==> config.mk <==
export PLATFORM = sky130hd
export DESIGN_NAME = cfsp_top
export DESIGN_NICKNAME = d
export VERILOG_FILES = /design/src/rtl/cfsp_pkg.sv /design/src/rtl/cfsp_top.sv /design/src/rtl/cfsp_flags.sv /design/src/rtl/cfsp_stack.sv
export SDC_FILE = /design/constraint.sdc
export NUM_CORES = 1
export LEC_CHECK = 0
export BUFFER_PORTS_ARGS = -buffer_cell sky130_fd_sc_hd__clkbuf_2
export CAP_MARGIN = 5
export CORE_UTILIZATION = 40
export DETAILED_ROUTE_END_ITERATION = 16
export PLACE_DENSITY_LB_ADDON = 0.08
export SLEW_MARGIN = 20
export SYNTH_ARGS = -nofsm -noshare
export SYNTH_HDL_FRONTEND = slang
export SYNTH_SLANG_ARGS = --single-unit
==> constraint.sdc <==
create_clock -name CLOCK_IN -period 4.4 [get_ports CLOCK_IN]
set_input_delay 0.22 -clock CLOCK_IN [delete_from_list [all_inputs] [get_ports CLOCK_IN]]
set_output_delay 0.22 -clock CLOCK_IN [all_outputs]
set_load 0.02 [all_outputs]
==> src/rtl/cfsp_pkg.sv <==
package cfsp_pkg;

    // Flag positions inside the condition flags byte
    localparam int FLAG_H = 4;
    localparam int FLAG_I = 3;
    localparam int FLAG_N = 2;
    localparam int FLAG_Z = 1;
    localparam int FLAG_C = 0;

    // Upper three bits read as one, mask set, undefined bits taken as zero
    localparam logic [7:0] FLAGS_RESET = 8'hE8;
    localparam logic [7:0] FLAGS_FIXED = 8'hE0;

    localparam int STACK_DEPTH = 128;
    localparam int STACK_AW = 7;
    localparam logic [8:0] STACK_UPPER = 9'h003;
    localparam logic [15:0] STACK_RESET = 16'h01FF;

    localparam logic [2:0] ONE_BYTE = 3'h1;
    localparam logic [2:0] CALL_BYTES = 3'h2;
    localparam logic [2:0] INT_BYTES = 3'h5;

    localparam int IRQ_COUNT = 10;
    localparam logic [3:0] TRAP_VECTOR = 4'hA;

    // Flag-affecting operations other than OP_POP_FLAGS and OP_INT_RETURN come first; order matters for decode
    typedef enum logic [4:0] {
        OP_ADD, OP_ADC, OP_SUB, OP_SBC, OP_AND, OP_OR, OP_XOR, OP_LOAD,
        OP_SHL, OP_SHR, OP_ROL, OP_ROR, OP_BIT_TEST,
        OP_SET_CARRY, OP_CLEAR_CARRY, OP_ENABLE_INT, OP_DISABLE_INT,
        OP_PUSH, OP_POP, OP_PUSH_FLAGS, OP_POP_FLAGS, OP_CALL, OP_RET,
        OP_INT_RETURN, OP_STACK_RELOAD, OP_STACK_LOAD_LOW
    } cfsp_op_t;

    typedef enum logic [2:0] {
        KIND_INT, KIND_PUSH, KIND_CALL, KIND_POP, KIND_POP_FLAGS, KIND_RET, KIND_INT_RETURN
    } cfsp_kind_t;

    typedef enum logic [1:0] {SEQ_IDLE, SEQ_PUSH, SEQ_POP, SEQ_FINISH} cfsp_seq_t;

    typedef struct packed {
        logic [15:0] pc;
        logic [7:0] a;
        logic [7:0] x;
    } cfsp_ctx_t;

endpackage : cfsp_pkg

==> src/rtl/cfsp_top.sv <==
`timescale 1ns/1ps
`default_nettype none
module cfsp_top import cfsp_pkg::*; (
    input wire logic CLOCK_IN,
    input wire logic RESET_N_IN,
    input wire logic OP_VALID_IN,
    input wire cfsp_op_t OP_CODE_IN,
    input wire logic [7:0] OPERAND_A_IN,
    input wire logic [7:0] OPERAND_B_IN,
    input wire cfsp_ctx_t CTX_IN,
    input wire logic [IRQ_COUNT-1:0] IRQ_IN,
    input wire logic TRAP_IN,
    output logic OP_READY_OUT,
    output logic OP_DONE_OUT,
    output logic [7:0] RESULT_OUT,
    output logic [7:0] FLAGS_OUT,
    output logic [15:0] STACK_POINTER_OUT,
    output logic [7:0] POP_DATA_OUT,
    output cfsp_ctx_t CTX_OUT,
    output logic CTX_VALID_OUT,
    output logic INT_ENTRY_OUT,
    output logic [3:0] INT_VECTOR_OUT,
    output logic [IRQ_COUNT-1:0] PENDING_OUT
);
    logic [1:0] rst_sync_reg;
    logic rst_n;

    cfsp_seq_t state_reg;
    cfsp_seq_t state_next;
    cfsp_kind_t kind_reg;
    cfsp_kind_t kind_next;
    logic [2:0] count_reg;
    logic [2:0] count_next;
    logic [39:0] push_buf_reg;
    logic [39:0] push_buf_next;
    logic [39:0] pop_buf_reg;
    logic [39:0] pop_buf_next;
    logic [3:0] vector_reg;
    logic [3:0] vector_next;
    logic done_reg;
    logic done_next;
    logic ctx_valid_reg;
    logic ctx_valid_next;
    logic int_entry_reg;
    logic int_entry_next;
    logic [IRQ_COUNT-1:0] pending_reg;
    logic [IRQ_COUNT-1:0] pending_next;
    logic trap_reg;
    logic trap_next;

    logic [IRQ_COUNT-1:0] clear_mask;
    logic [IRQ_COUNT-1:0] pend_onehot;
    logic [3:0] int_vector;
    logic trap_clear;
    logic take_int;
    logic accept;
    logic op_is_alu;
    logic flags_load;
    logic [7:0] flags_val;
    logic mask_set;
    logic stack_push;
    logic stack_pop;
    logic stack_reload;
    logic stack_load_low;
    logic [7:0] stack_wdata;
    logic [7:0] stack_rdata;
    logic half_add;

    // Reset release through two flip-flops
    always_ff @(posedge CLOCK_IN or negedge RESET_N_IN) begin
        if (!RESET_N_IN) begin
            rst_sync_reg <= 2'h0;
        end else begin
            rst_sync_reg <= {rst_sync_reg[0], 1'b1};
        end
    end
    assign rst_n = rst_sync_reg[1];

    // Pending requests; lowest line wins, trap ignores the mask
    always_comb begin
        int_vector = TRAP_VECTOR;
        pend_onehot = '0;
        if (!trap_reg) begin
            for (int k = IRQ_COUNT - 1; k >= 0; k--) begin
                if (pending_reg[k]) begin
                    int_vector = 4'(k);
                    pend_onehot = '0;
                    pend_onehot[k] = 1'b1;
                end
            end
        end
    end

    assign take_int = (state_reg == SEQ_IDLE)
        && (trap_reg || ((|pending_reg) && !FLAGS_OUT[FLAG_I]));
    assign OP_READY_OUT = (state_reg == SEQ_IDLE) && !take_int;
    assign accept = OP_VALID_IN && OP_READY_OUT;
    assign op_is_alu = (OP_CODE_IN <= OP_DISABLE_INT);

    always_comb begin
        state_next = state_reg;
        kind_next = kind_reg;
        count_next = count_reg;
        push_buf_next = push_buf_reg;
        pop_buf_next = pop_buf_reg;
        vector_next = vector_reg;
        done_next = 1'b0;
        ctx_valid_next = 1'b0;
        int_entry_next = 1'b0;
        clear_mask = '0;
        trap_clear = 1'b0;
        flags_load = 1'b0;
        flags_val = pop_buf_reg[7:0];
        mask_set = 1'b0;
        unique case (state_reg)
            SEQ_IDLE: begin
                if (take_int) begin
                    state_next = SEQ_PUSH;
                    kind_next = KIND_INT;
                    count_next = INT_BYTES;
                    // Return low byte goes first; second index register is not saved
                    push_buf_next = {CTX_IN.pc[7:0], CTX_IN.pc[15:8], CTX_IN.x, CTX_IN.a,
                                     FLAGS_OUT};
                    vector_next = int_vector;
                    trap_clear = trap_reg;
                    clear_mask = pend_onehot;
                end else if (accept) begin
                    done_next = op_is_alu || OP_CODE_IN == OP_STACK_RELOAD
                        || OP_CODE_IN == OP_STACK_LOAD_LOW;
                    pop_buf_next = '0;
                    unique case (OP_CODE_IN)
                        OP_PUSH: begin
                            state_next = SEQ_PUSH;
                            kind_next = KIND_PUSH;
                            count_next = ONE_BYTE;
                            push_buf_next = {OPERAND_A_IN, 32'h0};
                        end
                        OP_PUSH_FLAGS: begin
                            state_next = SEQ_PUSH;
                            kind_next = KIND_PUSH;
                            count_next = ONE_BYTE;
                            push_buf_next = {FLAGS_OUT, 32'h0};
                        end
                        OP_CALL: begin
                            state_next = SEQ_PUSH;
                            kind_next = KIND_CALL;
                            count_next = CALL_BYTES;
                            push_buf_next = {CTX_IN.pc[7:0], CTX_IN.pc[15:8], 24'h0};
                        end
                        OP_POP: begin
                            state_next = SEQ_POP;
                            kind_next = KIND_POP;
                            count_next = ONE_BYTE;
                        end
                        OP_POP_FLAGS: begin
                            state_next = SEQ_POP;
                            kind_next = KIND_POP_FLAGS;
                            count_next = ONE_BYTE;
                        end
                        OP_RET: begin
                            state_next = SEQ_POP;
                            kind_next = KIND_RET;
                            count_next = CALL_BYTES;
                        end
                        OP_INT_RETURN: begin
                            state_next = SEQ_POP;
                            kind_next = KIND_INT_RETURN;
                            count_next = INT_BYTES;
                        end
                        default: ;
                    endcase
                end
            end
            SEQ_PUSH: begin
                push_buf_next = {push_buf_reg[31:0], 8'h00};
                count_next = count_reg - ONE_BYTE;
                if (count_reg == ONE_BYTE) begin
                    state_next = SEQ_FINISH;
                end
            end
            SEQ_POP: begin
                pop_buf_next = {pop_buf_reg[31:0], stack_rdata};
                count_next = count_reg - ONE_BYTE;
                if (count_reg == ONE_BYTE) begin
                    state_next = SEQ_FINISH;
                end
            end
            SEQ_FINISH: begin
                state_next = SEQ_IDLE;
                done_next = (kind_reg != KIND_INT);
                int_entry_next = (kind_reg == KIND_INT);
                mask_set = (kind_reg == KIND_INT);
                ctx_valid_next = (kind_reg == KIND_RET) || (kind_reg == KIND_INT_RETURN);
                flags_load = (kind_reg == KIND_POP_FLAGS) || (kind_reg == KIND_INT_RETURN);
                if (kind_reg == KIND_INT_RETURN) begin
                    flags_val = pop_buf_reg[39:32];
                end
            end
        endcase
        // New request beats the clear in the same cycle
        pending_next = (pending_reg & ~clear_mask) | IRQ_IN;
        trap_next = (trap_reg & ~trap_clear) | TRAP_IN;
    end

    always_ff @(posedge CLOCK_IN or negedge rst_n) begin
        if (!rst_n) begin
            state_reg <= SEQ_IDLE;
            kind_reg <= KIND_PUSH;
            count_reg <= 3'h0;
            push_buf_reg <= 40'h0;
            pop_buf_reg <= 40'h0;
            vector_reg <= 4'h0;
            done_reg <= 1'b0;
            ctx_valid_reg <= 1'b0;
            int_entry_reg <= 1'b0;
            pending_reg <= '0;
            trap_reg <= 1'b0;
        end else begin
            state_reg <= state_next;
            kind_reg <= kind_next;
            count_reg <= count_next;
            push_buf_reg <= push_buf_next;
            pop_buf_reg <= pop_buf_next;
            vector_reg <= vector_next;
            done_reg <= done_next;
            ctx_valid_reg <= ctx_valid_next;
            int_entry_reg <= int_entry_next;
            pending_reg <= pending_next;
            trap_reg <= trap_next;
        end
    end

    assign stack_push = (state_reg == SEQ_PUSH);
    assign stack_pop = (state_reg == SEQ_POP);
    assign stack_reload = accept && OP_CODE_IN == OP_STACK_RELOAD;
    assign stack_load_low = accept && OP_CODE_IN == OP_STACK_LOAD_LOW;
    assign stack_wdata = stack_push ? push_buf_reg[39:32] : OPERAND_A_IN;

    cfsp_flags u_flags (
        .clk_in(CLOCK_IN),
        .rst_n_in(rst_n),
        .alu_en_in(accept && op_is_alu),
        .op_in(OP_CODE_IN),
        .a_in(OPERAND_A_IN),
        .b_in(OPERAND_B_IN),
        .mask_set_in(mask_set),
        .load_in(flags_load),
        .load_val_in(flags_val),
        .result_out(RESULT_OUT),
        .flags_out(FLAGS_OUT)
    );

    cfsp_stack u_stack (
        .clk_in(CLOCK_IN),
        .rst_n_in(rst_n),
        .push_in(stack_push),
        .pop_in(stack_pop),
        .reload_in(stack_reload),
        .load_low_in(stack_load_low),
        .wdata_in(stack_wdata),
        .pointer_out(STACK_POINTER_OUT),
        .rdata_out(stack_rdata)
    );

    assign OP_DONE_OUT = done_reg;
    assign CTX_VALID_OUT = ctx_valid_reg;
    assign INT_ENTRY_OUT = int_entry_reg;
    assign INT_VECTOR_OUT = vector_reg;
    assign PENDING_OUT = pending_reg;
    assign POP_DATA_OUT = pop_buf_reg[7:0];
    assign CTX_OUT = '{pc: pop_buf_reg[15:0], a: pop_buf_reg[31:24], x: pop_buf_reg[23:16]};

    assign half_add = ({1'b0, OPERAND_A_IN[3:0]} + {1'b0, OPERAND_B_IN[3:0]}) > 5'h0F;
endmodule : cfsp_top
`default_nettype wire

==> src/rtl/cfsp_flags.sv <==
`timescale 1ns/1ps
`default_nettype none
module cfsp_flags import cfsp_pkg::*; (
    input wire logic clk_in,
    input wire logic rst_n_in,
    input wire logic alu_en_in,
    input wire cfsp_op_t op_in,
    input wire logic [7:0] a_in,
    input wire logic [7:0] b_in,
    input wire logic mask_set_in,
    input wire logic load_in,
    input wire logic [7:0] load_val_in,
    output logic [7:0] result_out,
    output logic [7:0] flags_out
);
    logic [7:0] flags_reg;
    logic [7:0] flags_next;
    logic [7:0] result_reg;
    logic [7:0] result_next;
    logic [8:0] sum9;
    logic [8:0] diff9;
    logic [4:0] half5;
    logic carry_in;
    logic [7:0] res;
    logic upd_nz;

    always_comb begin
        flags_next = flags_reg;
        result_next = result_reg;
        carry_in = (op_in == OP_ADC || op_in == OP_SBC) ? flags_reg[FLAG_C] : 1'b0;
        sum9 = {1'b0, a_in} + {1'b0, b_in} + {8'h00, carry_in};
        diff9 = {1'b0, a_in} - {1'b0, b_in} - {8'h00, carry_in};
        half5 = {1'b0, a_in[3:0]} + {1'b0, b_in[3:0]} + {4'h0, carry_in};
        res = a_in;
        upd_nz = 1'b0;
        if (load_in) begin
            flags_next = load_val_in | FLAGS_FIXED;
        end else if (mask_set_in) begin
            flags_next[FLAG_I] = 1'b1;
        end else if (alu_en_in) begin
            unique case (op_in)
                OP_ADD, OP_ADC: begin
                    res = sum9[7:0];
                    flags_next[FLAG_C] = sum9[8];
                    flags_next[FLAG_H] = half5[4];
                    upd_nz = 1'b1;
                end
                OP_SUB, OP_SBC: begin
                    res = diff9[7:0];
                    flags_next[FLAG_C] = diff9[8];
                    upd_nz = 1'b1;
                end
                OP_AND: begin
                    res = a_in & b_in;
                    upd_nz = 1'b1;
                end
                OP_OR: begin
                    res = a_in | b_in;
                    upd_nz = 1'b1;
                end
                OP_XOR: begin
                    res = a_in ^ b_in;
                    upd_nz = 1'b1;
                end
                OP_LOAD: upd_nz = 1'b1;
                OP_SHL: begin
                    res = {a_in[6:0], 1'b0};
                    flags_next[FLAG_C] = a_in[7];
                    upd_nz = 1'b1;
                end
                OP_SHR: begin
                    res = {1'b0, a_in[7:1]};
                    flags_next[FLAG_C] = a_in[0];
                    upd_nz = 1'b1;
                end
                OP_ROL: begin
                    res = {a_in[6:0], flags_reg[FLAG_C]};
                    flags_next[FLAG_C] = a_in[7];
                    upd_nz = 1'b1;
                end
                OP_ROR: begin
                    res = {flags_reg[FLAG_C], a_in[7:1]};
                    flags_next[FLAG_C] = a_in[0];
                    upd_nz = 1'b1;
                end
                OP_BIT_TEST: flags_next[FLAG_C] = a_in[b_in[2:0]];
                OP_SET_CARRY: flags_next[FLAG_C] = 1'b1;
                OP_CLEAR_CARRY: flags_next[FLAG_C] = 1'b0;
                OP_ENABLE_INT: flags_next[FLAG_I] = 1'b0;
                OP_DISABLE_INT: flags_next[FLAG_I] = 1'b1;
                default: ;
            endcase
            if (upd_nz) begin
                result_next = res;
                flags_next[FLAG_N] = res[7];
                flags_next[FLAG_Z] = (res == 8'h00);
            end
        end
    end

    always_ff @(posedge clk_in or negedge rst_n_in) begin
        if (!rst_n_in) begin
            flags_reg <= FLAGS_RESET;
            result_reg <= 8'h00;
        end else begin
            flags_reg <= flags_next;
            result_reg <= result_next;
        end
    end

    assign flags_out = flags_reg;
    assign result_out = result_reg;
endmodule : cfsp_flags
`default_nettype wire

==> src/rtl/cfsp_stack.sv <==
`timescale 1ns/1ps
`default_nettype none
module cfsp_stack import cfsp_pkg::*; (
    input wire logic clk_in,
    input wire logic rst_n_in,
    input wire logic push_in,
    input wire logic pop_in,
    input wire logic reload_in,
    input wire logic load_low_in,
    input wire logic [7:0] wdata_in,
    output logic [15:0] pointer_out,
    output logic [7:0] rdata_out
);
    logic [7:0] mem [STACK_DEPTH];
    logic [STACK_AW-1:0] ptr_reg;
    logic [STACK_AW-1:0] ptr_next;
    logic [STACK_AW-1:0] ptr_up;

    // Seven-bit arithmetic wraps silently at both limits
    assign ptr_up = ptr_reg + 7'h01;

    always_comb begin
        ptr_next = ptr_reg;
        if (reload_in) begin
            ptr_next = STACK_RESET[STACK_AW-1:0];
        end else if (load_low_in) begin
            ptr_next = wdata_in[STACK_AW-1:0];
        end else if (push_in) begin
            ptr_next = ptr_reg - 7'h01;
        end else if (pop_in) begin
            ptr_next = ptr_up;
        end
    end

    always_ff @(posedge clk_in or negedge rst_n_in) begin
        if (!rst_n_in) begin
            ptr_reg <= STACK_RESET[STACK_AW-1:0];
        end else begin
            ptr_reg <= ptr_next;
        end
    end

    // Write at the free slot, then move down
    always_ff @(posedge clk_in) begin
        if (push_in) begin
            mem[ptr_reg] <= wdata_in;
        end
    end

    // Pop reads the slot above the free one
    assign rdata_out = mem[ptr_up];
    assign pointer_out = {STACK_UPPER, ptr_reg};
endmodule : cfsp_stack
`default_nettype wire

==> metrics <==
vias in the first global route=~26,000; number of diodes=0; core area=between 0.1 and 0.15 mm^2; Post-Synthesis Cells=about 2,600; Post-Route WL=roughly 130,000 um; share of cells above drive strength 1=about 28%; relative slew slack=between 20% and 30%; RSZ-0062 raised after global routing=no; asr flop ratio synth=between 10% and 20%; clk root buf=clkbuf_16; Port Buf Inserts=approximately 140; final hold viol count=0; clock buffer count from CTS=120; Final Instance Area=between 0.05 and 0.06 mm^2; Final Max Tran Viols=0; crit start category=flop; count of final setup violators=0; Skew-Pair Late Insertion Delay=0.74 ns; VDD IR-drop max=roughly 0.71 mV; via density per instance=between 5 and 6; Worst Hold Path EP=push_buf_reg[26]; worst r2r src=u_stack.ptr_reg[0]; post-synthesis sequential area ratio=about 71%; fin worst setup slack=0.6637 ns; Sw Pwr=approximately 0.014 W; GPL Wtd Cong=0.9022; critical path class=flop to flop; DR pass1 iterations=5; share of the clock period used by the worst path=a little over four fifths; post-route minimum period=3.736 ns; number of buffers and inverters on the critical path=2; DRT antenna net count=0; row count=125; most used cell, CP=mux4_2; status=finished clean; largest net degree at the start of global routing=130; Achievable Freq=0.2676 GHz; Initial DRC Count=between 2,000 and 2,500; min-delay src=CTX_IN[26]; synthesis-to-finish area growth=15.18%; pre-CTS WS=around 0.60 ns; CP cell instances=inv_1 > ha_4 > buf_12 > mux4_2 > mux4_2 > nand2_1 > nand3_1 > a211oi_1 > nor3_1; final net count=~2,900; gr usage total=21.11%; Die Ht=346.3 um; WHS Path Cells=4; combinational cell fraction of total power=between 30% and 40%; Synthesis Warnings=0; top cell family by delay on the critical path=multiplexers; max_cap viols=0; drt drc=0; register-to-register setup slack=about 0.66 ns; Synth Cell Area=around 0.047 mm^2; Sequential Power Share=around 36%; die width=346.3 um; internal power=0.02538 W; number of I/O pins=between 150 and 200; Reg2Reg Capture Point=pop_buf_reg[4]; first-pass GRT wire length=~180,000 um; Starting Density=between 40% and 50%; Sink Count=approximately 1,100; Mean Syn Cell Area=18.40 um^2; DPL Wire Length=slightly below 80,000 um; number of distinct library cells after synthesis=74; routed len/inst=between 20 and 30 um; Hold WC Path Type=input pin to flop; max reg flops=between 1,000 and 1,500; Req. time, crit path=between 4 and 5 ns; setup bufs post-CTS=0; commonest non-fill, non-tap cells in the layout=edfxtp_1, mux4_2, nand2_1; most used flip-flop cell after synthesis=edfxtp_1; CTS tree=yes; WP data arrival=between 4 and 5 ns; critical path capture point type=flop; Setup Skew=a little under 0.05 ns; CP peak stage delay=about 0.71 ns; grt total ovfl=0; H-Tree Depth=3; CTS max path bufs=3; Synth Register Bits=between 1,000 and 1,500; initial antenna violation count=0; switching share of power=about a third; clock share of power=25.3%; dpl cell area=around 0.050 mm^2; CP max-delay cell=dfstp_4; die footprint=~0.12 mm^2; Worst Tran Pin Value=1.089 ns; Pleak=18.42 nW; commonest non-fill, non-tap cell in the layout=edfxtp_1; Core Util, Final=roughly 47%; number of gates resized after cts=0; number of synthesized flops with an enable pin=slightly above 1,000; pwr dens=just over 700 mW/mm^2; worst-path fanout max=between 70 and 80; Clock transition at path regs=around 0.06 ns; detailed-route via count=around 25,000; R2R depth=9
[final cells by class]
type | instances | area, um^2
fill | 9903 | 62210
sequential | 1147 | 33850
multi-input combinational | 1187 | 12570
clock buffer | 145 | 3118
timing repair buffer | 304 | 2247
tap | 1524 | 1907
clock inverter | 76 | 713.2
inverter | 60 | 225.2
[power by group through the flow]
stage | registers [W] | logic (W) | clock network, W
after floorplan | 0.0145 | 0.00984 | 0
after global placement | 0.0144 | 0.0151 | 0
after detailed placement | 0.0145 | 0.0152 | 0
after CTS | 0.0142 | 0.0153 | 0.0101
after global routing | 0.0143 | 0.0160 | 0.0105
final | 0.0142 | 0.0151 | 0.00990
[synthesized netlist by cell type, drive strengths merged, types with 5 or more instances]
| master | number | area [um^2] |
|---|---|---|
| nand2b | 10 | 62.56 |
| inv | 59 | 221.5 |
| nand3 | 56 | 285.3 |
| a22o | 6 | 52.55 |
| nor3b | 5 | 37.54 |
| a222oi | 19 | 190.2 |
| dfstp | 9 | 236.5 |
| mux2 | 10 | 112.6 |
| a22oi | 13 | 97.59 |
| ha | 38 | 475.5 |
| buf | 117 | 737.0 |
| mux2i | 27 | 270.3 |
| nand4 | 7 | 43.79 |
| nor2b | 22 | 137.6 |
| nor4 | 5 | 31.28 |
| o211ai | 6 | 45.04 |
| and2 | 6 | 37.54 |
| a32oi | 5 | 43.79 |
| a211oi | 12 | 90.09 |
| o221a | 5 | 56.30 |
| nor2 | 171 | 644.4 |
| clkbuf | 77 | 289.0 |
| a221oi | 6 | 52.55 |
| o21ai | 64 | 324.1 |
| mux4 | 323 | 7274 |
| nor3 | 24 | 125.1 |
| o22ai | 11 | 68.82 |
| edfxtp | 1024 | 30750 |
| dfrtp | 114 | 2853 |
| a21oi | 42 | 210.2 |
| xnor2 | 11 | 103.9 |
| nand2 | 182 | 683.2 |
| a21o | 18 | 135.1 |
| xor2 | 11 | 111.4 |
[layer usage]
metal	vias up	track usage, %	wire length, um
met3	151	3.346	7286
met1	13280	30.37	56460
li1	10750	-	-
met4	0	5.361	2505
met5	-	0	0
met2	790	33.59	59700
[cell families (layout without fill, tap and decap cells)]
kind of cell	count (synthesis)	after routing	share of synthesized area (%)
xor+xnor	22	22	0.4538
simple gates	506	506	4.686
buf+inv	254	585	2.638
other cells	2	13	0.01584
flops	1147	1147	71.35
fa+ha+maj	42	42	1.171
compound gates	244	244	3.535
mux	360	360	16.15
[worst register-to-register path, cell delays in order (launching register included)]
cell and delay [ns]:
dfstp_4 0.71, inv_1 0.12, ha_4 0.40, buf_12 0.40, mux4_2 0.52, mux4_2 0.54
nand2_1 0.10, nand3_1 0.13, a211oi_1 0.57, nor3_1 0.12
[what timing repair did]
item,CTS,global route
hold buffers,37,0
hold endpoints to repair,37,0
endpoints found under the setup margin,0,0
[how the worst max path moves through the flow]
stage | end | depth (start not counted) | slack, ns | start
detailed placement | u_flags.flags_out[1] | 13 | 0.60 | OP_CODE_IN[0]
global route | pop_buf_reg[5] | 8 | 0.58 | u_stack.ptr_reg[1]
floorplan | u_stack.mem[0][0] | 4 | -0.68 | state_reg[0]
CTS | pop_buf_reg[4] | 9 | 0.73 | u_stack.ptr_reg[0]
global placement | u_flags.flags_out[1] | 13 | 0.58 | OP_CODE_IN[0]
finish | pop_buf_reg[4] | 9 | 0.66 | u_stack.ptr_reg[0]
[metrics by stage]
step           std cells  setup TNS (ns)  hold slack, ns  power [W]
2_1_floorplan       2588         -604.82        -0.07559    0.02432
3_3_place_gp        4184               0        0.007549    0.02956
3_5_place_dp        4184               0         0.01408    0.02971
4_1_cts             4442               0         0.01113    0.03969
5_1_grt             4443               0         0.06805    0.04085
6_report            4443               0         0.03764    0.03921
Note: power is estimated with default switching activity, not from simulation.
